===== src/design/mmt_map.svh =====
// Register map and field constants of the memory mapping table.
// Assumes a 12-bit AXI4-Lite byte address and 32-bit data words.
`ifndef MMT_MAP_SVH
`define MMT_MAP_SVH

// Mapping entries sit one per 64-byte stride from the first to the last.
`define MMT_MAP_FIRST 12'h200
`define MMT_MAP_LAST 12'h3c0
`define MMT_MAP_IDX_LO 6
`define MMT_LOOKUP_STATUS 12'h400

// Entries start cleared, so no slot claims any address until loaded.
`define MMT_ENTRY_RESET 32'h0000_0000
// Bits 16 to 11 are never stored.
`define MMT_ENTRY_WMASK 32'hfffe_07ff

// Byte-address bits that the base field compares against.
`define MMT_BASE_ADDR_HI 39
`define MMT_BASE_ADDR_LO 25
`define MMT_BASE_BITS 15

// Interleave code that is reserved.
`define MMT_ILV_RESERVED 2'b11

// Lowest address bit used for interleave and bank selection.
`define MMT_LINE_LO 6

// AXI responses.
`define MMT_RESP_OKAY 2'b00
`define MMT_RESP_SLVERR 2'b10

`endif


===== src/design/mmt_pkg.sv =====
// Types shared by the memory mapping table modules.
// Assumes the field layout of one 32-bit mapping entry.
package mmt_pkg;

	// One mapping entry, most significant field first.
	typedef struct packed {
		logic [14:0] base;
		logic [5:0] unused_bits;
		logic [1:0] bank_count_code;
		logic [3:0] base_match_width;
		logic [1:0] ilv_pos;
		logic [1:0] ilv_code;
		logic present;
	} mmt_entry_t;

	// Outcome of one address lookup.
	typedef struct packed {
		logic multi_hit;
		logic hit;
		logic [2:0] node;
		logic [2:0] bank;
	} mmt_result_t;

endpackage


===== src/design/mmt_entry_match.sv =====
// Address comparator for one mapping entry.
// Assumes a stable entry and a 40-bit byte address on the same clock.
`timescale 1ns/1ps
`default_nettype none
`include "mmt_map.svh"

module mmt_entry_match
#(
	parameter int LINE_LO = `MMT_LINE_LO
)
(
	input wire mmt_pkg::mmt_entry_t entry,
	input wire logic [39:0] addr,
	output logic hit,
	output logic [2:0] bank
);
	import mmt_pkg::*;

	logic [14:0] width_mask;
	logic [14:0] base_diff;
	logic base_ok;
	logic ilv_ok;
	logic [5:0] low_bits;
	logic [5:0] bank_window;
	logic [2:0] bank_mask;

	// Only the top base_match_width base bits take part in the match.
	genvar i;
	generate
		for (i = 0; i < `MMT_BASE_BITS; i++)
		begin : g_mask
			assign width_mask[i] = (5'(i) + {1'b0, entry.base_match_width}) >= 5'd15;
		end
	endgenerate

	// Base compare against byte-address bits 39 to 25.
	assign base_diff = addr[`MMT_BASE_ADDR_HI:`MMT_BASE_ADDR_LO] ^ entry.base;
	assign base_ok = (base_diff & width_mask) == 15'h0000;

	// Interleave compares 0, 1 or 2 low address bits; the reserved code never matches.
	assign low_bits = addr[LINE_LO +: 6];
	assign ilv_ok = (entry.ilv_code == 2'b00) ||
		(entry.ilv_code == 2'b01 && low_bits[0] == entry.ilv_pos[0]) ||
		(entry.ilv_code == 2'b10 && low_bits[1:0] == entry.ilv_pos);

	// Bank number takes 0 to 3 bits just above the interleave bits.
	assign bank_window = low_bits >> entry.ilv_code;
	assign bank_mask = 3'b111 >> (2'd3 - entry.bank_count_code);
	assign bank = bank_window[2:0] & bank_mask;

	// A slot claims the address only when installed and both compares pass.
	assign hit = entry.present && base_ok && ilv_ok;

endmodule
`default_nettype wire


===== src/design/mmt_axil_slave.sv =====
// AXI4-Lite slave front end with one write and one read under way.
// Assumes the core answers read data and errors combinationally.
`timescale 1ns/1ps
`default_nettype none
`include "mmt_map.svh"

module mmt_axil_slave
(
	input wire logic aclk,
	input wire logic aresetn,
	input wire logic [11:0] s_axil_awaddr,
	input wire logic s_axil_awvalid,
	output logic s_axil_awready,
	input wire logic [31:0] s_axil_wdata,
	input wire logic [3:0] s_axil_wstrb,
	input wire logic s_axil_wvalid,
	output logic s_axil_wready,
	output logic [1:0] s_axil_bresp,
	output logic s_axil_bvalid,
	input wire logic s_axil_bready,
	input wire logic [11:0] s_axil_araddr,
	input wire logic s_axil_arvalid,
	output logic s_axil_arready,
	output logic [31:0] s_axil_rdata,
	output logic [1:0] s_axil_rresp,
	output logic s_axil_rvalid,
	input wire logic s_axil_rready,
	output logic wr_go,
	output logic [11:0] wr_addr,
	output logic [31:0] wr_data,
	output logic [3:0] wr_strb,
	input wire logic wr_err,
	output logic rd_fire,
	input wire logic [31:0] rd_data,
	input wire logic rd_err
);
	logic aw_held;
	logic w_held;

	// Address and data are caught in either order; the write fires once both are held.
	assign s_axil_awready = !aw_held && !s_axil_bvalid;
	assign s_axil_wready = !w_held && !s_axil_bvalid;
	assign wr_go = aw_held && w_held && !s_axil_bvalid;
	assign s_axil_arready = !s_axil_rvalid;
	assign rd_fire = s_axil_arvalid && s_axil_arready;

	// Write channel capture and response.
	always_ff @(posedge aclk)
	begin
		if (!aresetn)
		begin
			aw_held <= 1'b0;
			w_held <= 1'b0;
			wr_addr <= 12'h000;
			wr_data <= 32'h0000_0000;
			wr_strb <= 4'h0;
			s_axil_bvalid <= 1'b0;
			s_axil_bresp <= `MMT_RESP_OKAY;
		end
		else
		begin
			if (s_axil_awvalid && s_axil_awready)
			begin
				aw_held <= 1'b1;
				wr_addr <= s_axil_awaddr;
			end
			if (s_axil_wvalid && s_axil_wready)
			begin
				w_held <= 1'b1;
				wr_data <= s_axil_wdata;
				wr_strb <= s_axil_wstrb;
			end
			if (wr_go)
			begin
				aw_held <= 1'b0;
				w_held <= 1'b0;
				s_axil_bvalid <= 1'b1;
				s_axil_bresp <= wr_err ? `MMT_RESP_SLVERR : `MMT_RESP_OKAY;
			end
			else if (s_axil_bready)
				s_axil_bvalid <= 1'b0;
		end
	end

	// Read data are registered at the same edge that takes the address.
	always_ff @(posedge aclk)
	begin
		if (!aresetn)
		begin
			s_axil_rvalid <= 1'b0;
			s_axil_rdata <= 32'h0000_0000;
			s_axil_rresp <= `MMT_RESP_OKAY;
		end
		else if (rd_fire)
		begin
			s_axil_rvalid <= 1'b1;
			s_axil_rdata <= rd_data;
			s_axil_rresp <= rd_err ? `MMT_RESP_SLVERR : `MMT_RESP_OKAY;
		end
		else if (s_axil_rready)
			s_axil_rvalid <= 1'b0;
	end

endmodule
`default_nettype wire


===== src/design/mmt_top.sv =====
// Memory mapping table: eight node-slot entries and the address lookup built on them.
// Assumes lookup requests come from logic on aclk and software loads entries over AXI4-Lite.
//
// The AXI4-Lite interface to the registers was decided locally.
`timescale 1ns/1ps
`default_nettype none
`include "mmt_map.svh"

module mmt_top
#(
	parameter int LINE_LO = `MMT_LINE_LO
)
(
	input wire logic aclk,
	input wire logic aresetn,
	input wire logic [11:0] s_axil_awaddr,
	input wire logic s_axil_awvalid,
	output logic s_axil_awready,
	input wire logic [31:0] s_axil_wdata,
	input wire logic [3:0] s_axil_wstrb,
	input wire logic s_axil_wvalid,
	output logic s_axil_wready,
	output logic [1:0] s_axil_bresp,
	output logic s_axil_bvalid,
	input wire logic s_axil_bready,
	input wire logic [11:0] s_axil_araddr,
	input wire logic s_axil_arvalid,
	output logic s_axil_arready,
	output logic [31:0] s_axil_rdata,
	output logic [1:0] s_axil_rresp,
	output logic s_axil_rvalid,
	input wire logic s_axil_rready,
	input wire logic lookup_valid,
	input wire logic [39:0] lookup_addr,
	output logic lookup_done,
	output mmt_pkg::mmt_result_t lookup_result,
	output logic [7:0] lookup_hits
);
	import mmt_pkg::*;

	mmt_entry_t [7:0] map_q;
	logic wr_go;
	logic [11:0] wr_addr;
	logic [31:0] wr_data;
	logic [3:0] wr_strb;
	logic rd_fire;
	logic [31:0] rd_data;
	logic rd_err;
	logic wr_err;

	// Write address decode: entries are one per stride, indexed by address bits 8 to 6.
	logic [11:0] wr_off;
	logic wr_is_map;
	logic [2:0] wr_idx;
	logic [31:0] wr_lanes;
	assign wr_off = wr_addr - `MMT_MAP_FIRST;
	assign wr_is_map = wr_addr >= `MMT_MAP_FIRST && wr_addr <= `MMT_MAP_LAST && wr_off[5:0] == 6'h00;
	assign wr_idx = wr_off[`MMT_MAP_IDX_LO +: 3];
	assign wr_err = !wr_is_map;
	assign wr_lanes = {{8{wr_strb[3]}}, {8{wr_strb[2]}}, {8{wr_strb[1]}}, {8{wr_strb[0]}}};

	// Read address decode, with the lookup status word beside the entries.
	logic [11:0] rd_off;
	logic rd_is_map;
	logic rd_is_status;
	logic [2:0] rd_idx;
	assign rd_off = s_axil_araddr - `MMT_MAP_FIRST;
	assign rd_is_map = s_axil_araddr >= `MMT_MAP_FIRST && s_axil_araddr <= `MMT_MAP_LAST &&
		rd_off[5:0] == 6'h00;
	assign rd_is_status = s_axil_araddr == `MMT_LOOKUP_STATUS;
	assign rd_idx = rd_off[`MMT_MAP_IDX_LO +: 3];
	assign rd_err = !rd_is_map && !rd_is_status;

	// Read data mux; unused bits are never stored, so they read back as zero.
	assign rd_data = rd_is_map ? 32'(map_q[rd_idx]) :
		rd_is_status ? 32'(lookup_result) : 32'h0000_0000;

	// Entry storage; each slot copies the module map that software writes into it.
	// Reset leaves every slot absent until initialisation loads it.
	genvar k;
	generate
		for (k = 0; k < 8; k++)
		begin : g_entry
			logic [31:0] next_entry;
			assign next_entry = ((32'(map_q[k]) & ~wr_lanes) | (wr_data & wr_lanes)) & `MMT_ENTRY_WMASK;

			always_ff @(posedge aclk)
			begin
				if (!aresetn)
					map_q[k] <= mmt_entry_t'(`MMT_ENTRY_RESET);
				else if (wr_go && wr_is_map && wr_idx == 3'(k))
					map_q[k] <= mmt_entry_t'(next_entry);
			end
		end
	endgenerate

	// One comparator per node slot.
	logic [7:0] hit_vec;
	logic [2:0] bank_vec [8];
	generate
		for (k = 0; k < 8; k++)
		begin : g_match
			mmt_entry_match #(
				.LINE_LO(LINE_LO)
			) u_match (
				.entry(map_q[k]),
				.addr(lookup_addr),
				.hit(hit_vec[k]),
				.bank(bank_vec[k])
			);
		end
	endgenerate

	// Lowest hitting node wins; more than one hit shows an overlapping map.
	logic [2:0] win_node;
	logic multi;
	always_comb
	begin
		win_node = 3'd0;
		for (int n = 7; n >= 0; n--)
		begin
			if (hit_vec[n])
				win_node = 3'(n);
		end
	end
	assign multi = (hit_vec & (hit_vec - 8'h01)) != 8'h00;

	// Lookup answer, one cycle after the request.
	mmt_result_t next_result;
	assign next_result.multi_hit = multi;
	assign next_result.hit = hit_vec != 8'h00;
	assign next_result.node = win_node;
	assign next_result.bank = hit_vec != 8'h00 ? bank_vec[win_node] : 3'd0;

	// The result also stands as the readable status word until the next lookup.
	always_ff @(posedge aclk)
	begin
		if (!aresetn)
		begin
			lookup_done <= 1'b0;
			lookup_result <= '0;
			lookup_hits <= 8'h00;
		end
		else
		begin
			lookup_done <= lookup_valid;
			if (lookup_valid)
			begin
				lookup_result <= next_result;
				lookup_hits <= hit_vec;
			end
		end
	end

	// Register bus front end.
	mmt_axil_slave u_axil (
		.aclk(aclk),
		.aresetn(aresetn),
		.s_axil_awaddr(s_axil_awaddr),
		.s_axil_awvalid(s_axil_awvalid),
		.s_axil_awready(s_axil_awready),
		.s_axil_wdata(s_axil_wdata),
		.s_axil_wstrb(s_axil_wstrb),
		.s_axil_wvalid(s_axil_wvalid),
		.s_axil_wready(s_axil_wready),
		.s_axil_bresp(s_axil_bresp),
		.s_axil_bvalid(s_axil_bvalid),
		.s_axil_bready(s_axil_bready),
		.s_axil_araddr(s_axil_araddr),
		.s_axil_arvalid(s_axil_arvalid),
		.s_axil_arready(s_axil_arready),
		.s_axil_rdata(s_axil_rdata),
		.s_axil_rresp(s_axil_rresp),
		.s_axil_rvalid(s_axil_rvalid),
		.s_axil_rready(s_axil_rready),
		.wr_go(wr_go),
		.wr_addr(wr_addr),
		.wr_data(wr_data),
		.wr_strb(wr_strb),
		.wr_err(wr_err),
		.rd_fire(rd_fire),
		.rd_data(rd_data),
		.rd_err(rd_err)
	);

	// Helper copies of the lookup inputs and the map one cycle back.
	logic [39:0] prev_addr;
	mmt_entry_t [7:0] prev_map;
	always_ff @(posedge aclk)
	begin
		prev_addr <= lookup_addr;
		prev_map <= map_q;
	end

	// Unused bits stay zero in every slot.
	generate
		for (k = 0; k < 8; k++)
		begin : g_chk

		end
	endgenerate
endmodule
`default_nettype wire


===== config.mk =====
export PLATFORM = sky130hd
export DESIGN_NAME = mmt_top
export DESIGN_NICKNAME = d
export VERILOG_FILES = /design/src/design/mmt_pkg.sv /design/src/design/mmt_entry_match.sv /design/src/design/mmt_axil_slave.sv /design/src/design/mmt_top.sv
export VERILOG_INCLUDE_DIRS = /design/src /design/src/design
export SDC_FILE = /design/constraint.sdc
export NUM_CORES = 1
export LEC_CHECK = 0
export BUFFER_PORTS_ARGS = -buffer_cell sky130_fd_sc_hd__clkbuf_2
export CAP_MARGIN = 20
export CORE_ASPECT_RATIO = 1.75
export CORE_MARGIN = 2
export CORE_UTILIZATION = 35
export DETAILED_ROUTE_END_ITERATION = 7
export PLACE_DENSITY_LB_ADDON = 0.1
export SYNTH_ARGS = -nofsm -noshare
export SYNTH_HDL_FRONTEND = slang
export SYNTH_HIERARCHICAL = 1
export SYNTH_SLANG_ARGS = --single-unit

===== constraint.sdc =====
create_clock -name aclk -period 9 [get_ports aclk]
set_input_delay 0 -clock aclk [delete_from_list [all_inputs] [get_ports aclk]]
set_output_delay 0 -clock aclk [all_outputs]
set_load 0.02 [all_outputs]

* Word level (Yosys, flattened, before mapping)
Cells that the tools add are included.
** Cells by class
- Shifts and indexed selects :: 16
- Add/sub/neg operators :: 123
- Reductions and logical operators :: 99
- Multiplexer cells :: 22
- Equality and inequality tests :: 40
- Bitwise gates (word level) :: 45
- $lt $le $gt $ge :: 126
** Operators by type and width (number)
- greater-or-equal comparator 5 x 4 -> 1 bit (second input constant) :: 112
- bitwise AND 32 bit :: 9
- adder 4 x 4 -> 5 bit (first input constant) :: 56
- OR 32 bit :: 8
- adder 3 x 4 -> 5 bit (first input constant) :: 32
- bitwise AND 15 bit :: 8
- zero test 15 bit :: 8
- bitwise XOR 15 bit :: 8
- binary-select mux 32 bit (select 3 bit) :: 1
- adder 2 x 4 -> 5 bit (first input constant) :: 16
- 2-to-1 mux 32 bit :: 2
- logical AND 1 bit :: 53
- >> shifter 6 x 2 -> 3 bit :: 8
- adder 1 x 4 -> 5 bit (first input constant) :: 8
- greater-or-equal comparator 4 bit (second input constant) :: 9
- 2-to-1 mux 3 bit :: 11
- NOT 32 bit :: 1
- bitwise AND 3 bit :: 8
- greater-or-equal comparator 12 x 10 -> 1 bit (second input constant) :: 2
- less-or-equal comparator 12 x 10 -> 1 bit (second input constant) :: 2
- >> shifter 3 x 2 -> 3 bit (first input constant) :: 8
- subtractor 9 x 1 -> 9 bit (second input constant) :: 2
- equality test 2 x 1 -> 1 bit (second input constant) :: 8
- equality test 2 bit :: 8
- 24 further kinds :: 83
** Storage, ports and cells
- Output and inout bits :: 58
- Bits of input ports :: 108
- Word-level logic and storage cells :: 535
- Bits in registers :: 313

* Longest topological paths before layout
- Depth in word-level cells :: 19
- Depth in mapped cells :: 15
- Gate-level depth less buffers :: 13

* Cells and area by module
The synthesis kept the hierarchy.
** By module, submodules not included
- mmt_top :: area an instance 10809.1 um2, instances 1, cells an instance 1255, seq. area each 4504.3 um2
- mmt_entry_match :: area an instance 942.2 um2, instances 8, cells an instance 122, seq. area each 0.0 um2
- mmt_axil_slave :: area an instance 3210.6 um2, instances 1, cells an instance 384, seq. area each 1721.7 um2

* Least setup slack after synthesis
No wires, ideal clock.
- Path type :: register to register
- From :: reg with a tool-made name
- To :: reg lookup_result[1] (netlist name)
- Path slack :: 4867 ps
- Stages on the path, launching flop included :: 14
- Path buffers :: 1
- Required time :: 8880 ps
- Clock period less this slack :: 4133 ps
- Setup time :: 120 ps
- Arrival :: 4013 ps
- Cell sequence :: dfxtp_1 clkbuf_1 inv_1 ha_1 a22o_1 a221oi_2 o2111ai_1 or4_1 nor4_2 nor2b_1 o311ai_0 mux2_2 a21oi_1 a21oi_1
** RTL lines
- to (signal assigned) :: RTL line mmt_top.sv:149 : lookup_result <= next_result;
- to (decl) :: RTL line mmt_top.sv:36 : output mmt_pkg::mmt_result_t lookup_result,

==> results by group <==
Outcome
  • Outcome: finished clean

Setup path
  • Critical path data arrival time: 5.68 ns
  • Crit path max fanout: 13
  • Critical Path Sink Type: flop
  • Worst Path Required: 9.43 ns
  • Reg2reg path depth: 12
  • Worst setup SP type: flop
  • Crit path kind: reg2reg

Final layout
  • Area delta synth->final: 12.5%
  • Layout cells sized above 1: 0.125
  • Fill cell count: 6218
  • Layout Nets: 2893
  • Finished Layout Cells: 3467

CTS
  • TritonCTS clock tree: yes
  • # clock sinks: 305
  • CTS root buf: clkbuf_16
  • Total CTS buffers: 36
  • Reg clk slew, reported paths: 0.06 ns
  • H-tree levels: 2
  • Max clock buf depth: 3
  • Resized cells post-CTS: 0
  • Clock latency at the later pin of the worst-skew pair: 0.56 ns
  • Post-CTS Hold Buffers: 47
  • Postcts setup bufs: 0

Detailed routing
  • Vias: 19169
  • Via/cell ratio: 5.53
  • Drt drc: 0
  • Wire per inst: 23.5 um
  • Detailed-route wire length: 81500 um
  • Length of the first detailed-routing pass in iterations: 5
  • Starting DRC count in detailed routing: 1128
  • Post-route ant nets: 0

Die
  • Die extent in x: 191 um
  • CORE AREA: 60300 um^2
  • Starting Density: 0.354
  • Num ports: 166
  • Row count: 119
  • Die area: 63100 um^2
  • Die H: 331 um

Power and ir drop
  • Pwr dens: 136 nW/um^2
  • Total power: 3.26 mW
  • Static Leak: 8.57 nW
  • Max VDD drop: 0.109 mV

STA
  • RSZ-0062 raised after global routing: no
  • Slew @ Worst Pin: 1.27 ns
  • Final setup vio count: 0
  • Fmax: 0.190 GHz
  • Tmin final: 5.25 ns
  • Setup Skew: 0.0249 ns
  • Max_slew headroom: 0.144
  • Fin. max-slew vios: 0
  • Final setup TNS: 0 ns
  • Final Hold Fails: 0
  • Final Cycle Share: 0.584

Synthesis
  • Yosys Warn Count: 6
  • Synth Area per Inst: 8.24 um^2
  • Mapped Cells: 2591
  • Area of the mapped netlist: 21400 um^2

Placed design
  • Hpwl dp: 61400 um
  • Number of port buffers: 138
  • Placed cells: 3358
  • Routability cong.: 0.891

Global route
  • Vias in the first global route: 18914
  • First-pass GRT wire length: 121000 um
  • Initial antenna violation count: 0
  • GRT overflow: 0
  • Gr usage total: 0.257
  • Largest net degree at the start of global routing: 145

Worst hold path
  • Hold depth: 2
  • Min-Delay Path Class: in2reg

Run
  • # Max-Cap Violations: 0
-- worst max-delay path: stages (launching register included) --
cell and delay, ns:
dfxtp_1 0.69, clkinv_1 0.45, ha_1 0.36, a21oi_1 0.20, a21boi_1 0.20, o221ai_1 0.13, or4_1 0.57, nor4_2 0.85
nor2b_1 0.17, o311ai_0 0.86, mux2_2 0.42, a21oi_1 0.15, a21oi_1 0.08
-- power breakdown --
part           internal, mW  switching (mW)  total, mW
Combinational        0.0954           0.154      0.250
Sequential             1.37          0.0438       1.41
Clock                 0.977           0.624       1.60
-- worst paths after layout --
kind / start / slack (ns) / end
worst max-delay path: flop / 3.75 / lookup_result[1]
worst min-delay path: aresetn / 0.01 / u_axil/s_axil_rdata[9]
worst max register to register: flop / 3.75 / lookup_result[1]
worst min register to register: u_axil/s_axil_rdata[2] / 0.45 / u_axil/s_axil_rdata[2]
-- stage by stage --
| step | setup slack [ns] | utilization | cell area [um^2] | hold WS [ns] |
|---|---|---|---|---|
| finish | 3.75 | 0.398 | 24000 | 0.0130 |
| global route | 3.28 | 0.398 | 24000 | 0.0697 |
| CTS | 3.66 | 0.398 | 24000 | 0.0195 |
| detailed placement | 3.70 | 0.370 | 22300 | 0.221 |
| global placement | 3.67 | 0.370 | 22300 | 0.215 |
| floorplan | 4.87 | - | 21400 | 0.130 |
-- cells in the final DEF, fill, tap and decap left out, drive strengths merged, types with 17 or more instances in the layout --
| cell | n |
|---|---|
| a211oi | 17 |
| a21boi | 260 |
| a21oi | 93 |
| a22oi | 18 |
| buf | 23 |
| clkbuf | 182 |
| dfxtp | 305 |
| dlygate4sd3 | 47 |
| ha | 128 |
| inv | 62 |
| mux2i | 45 |
| mux4 | 68 |
| nand2 | 573 |
| nand3 | 58 |
| nor2 | 74 |
| nor2b | 38 |
| nor3 | 21 |
| nor4 | 21 |
| o21ai | 186 |
| o221ai | 17 |
| o22ai | 17 |
| or2 | 21 |
| xnor2 | 112 |
| xor2 | 80 |
-- per-layer routing --
metal | global-route usage | vias up | routed length, um
met5 | 0 | - | 0
met4 | 0.144 | 0 | 4860
met3 | 0.0228 | 160 | 3080
met2 | 0.473 | 565 | 42100
met1 | 0.289 | 9282 | 31500
li1 | - | 9162 | -
-- area by class of cell --
type	count	area (um^2)	area share
Tap cell	786	983	0.0409
Antenna cell	2	5.00	0.000208
Timing Repair Buffer	206	1330	0.0554
Multi-Input combinational cell	2040	14100	0.587
Clock inverter	14	259	0.0108
Clock buffer	46	990	0.0412
Inverter	68	255	0.0106
Sequential cell	305	6110	0.254
Power figures use the tool's default switching activity.
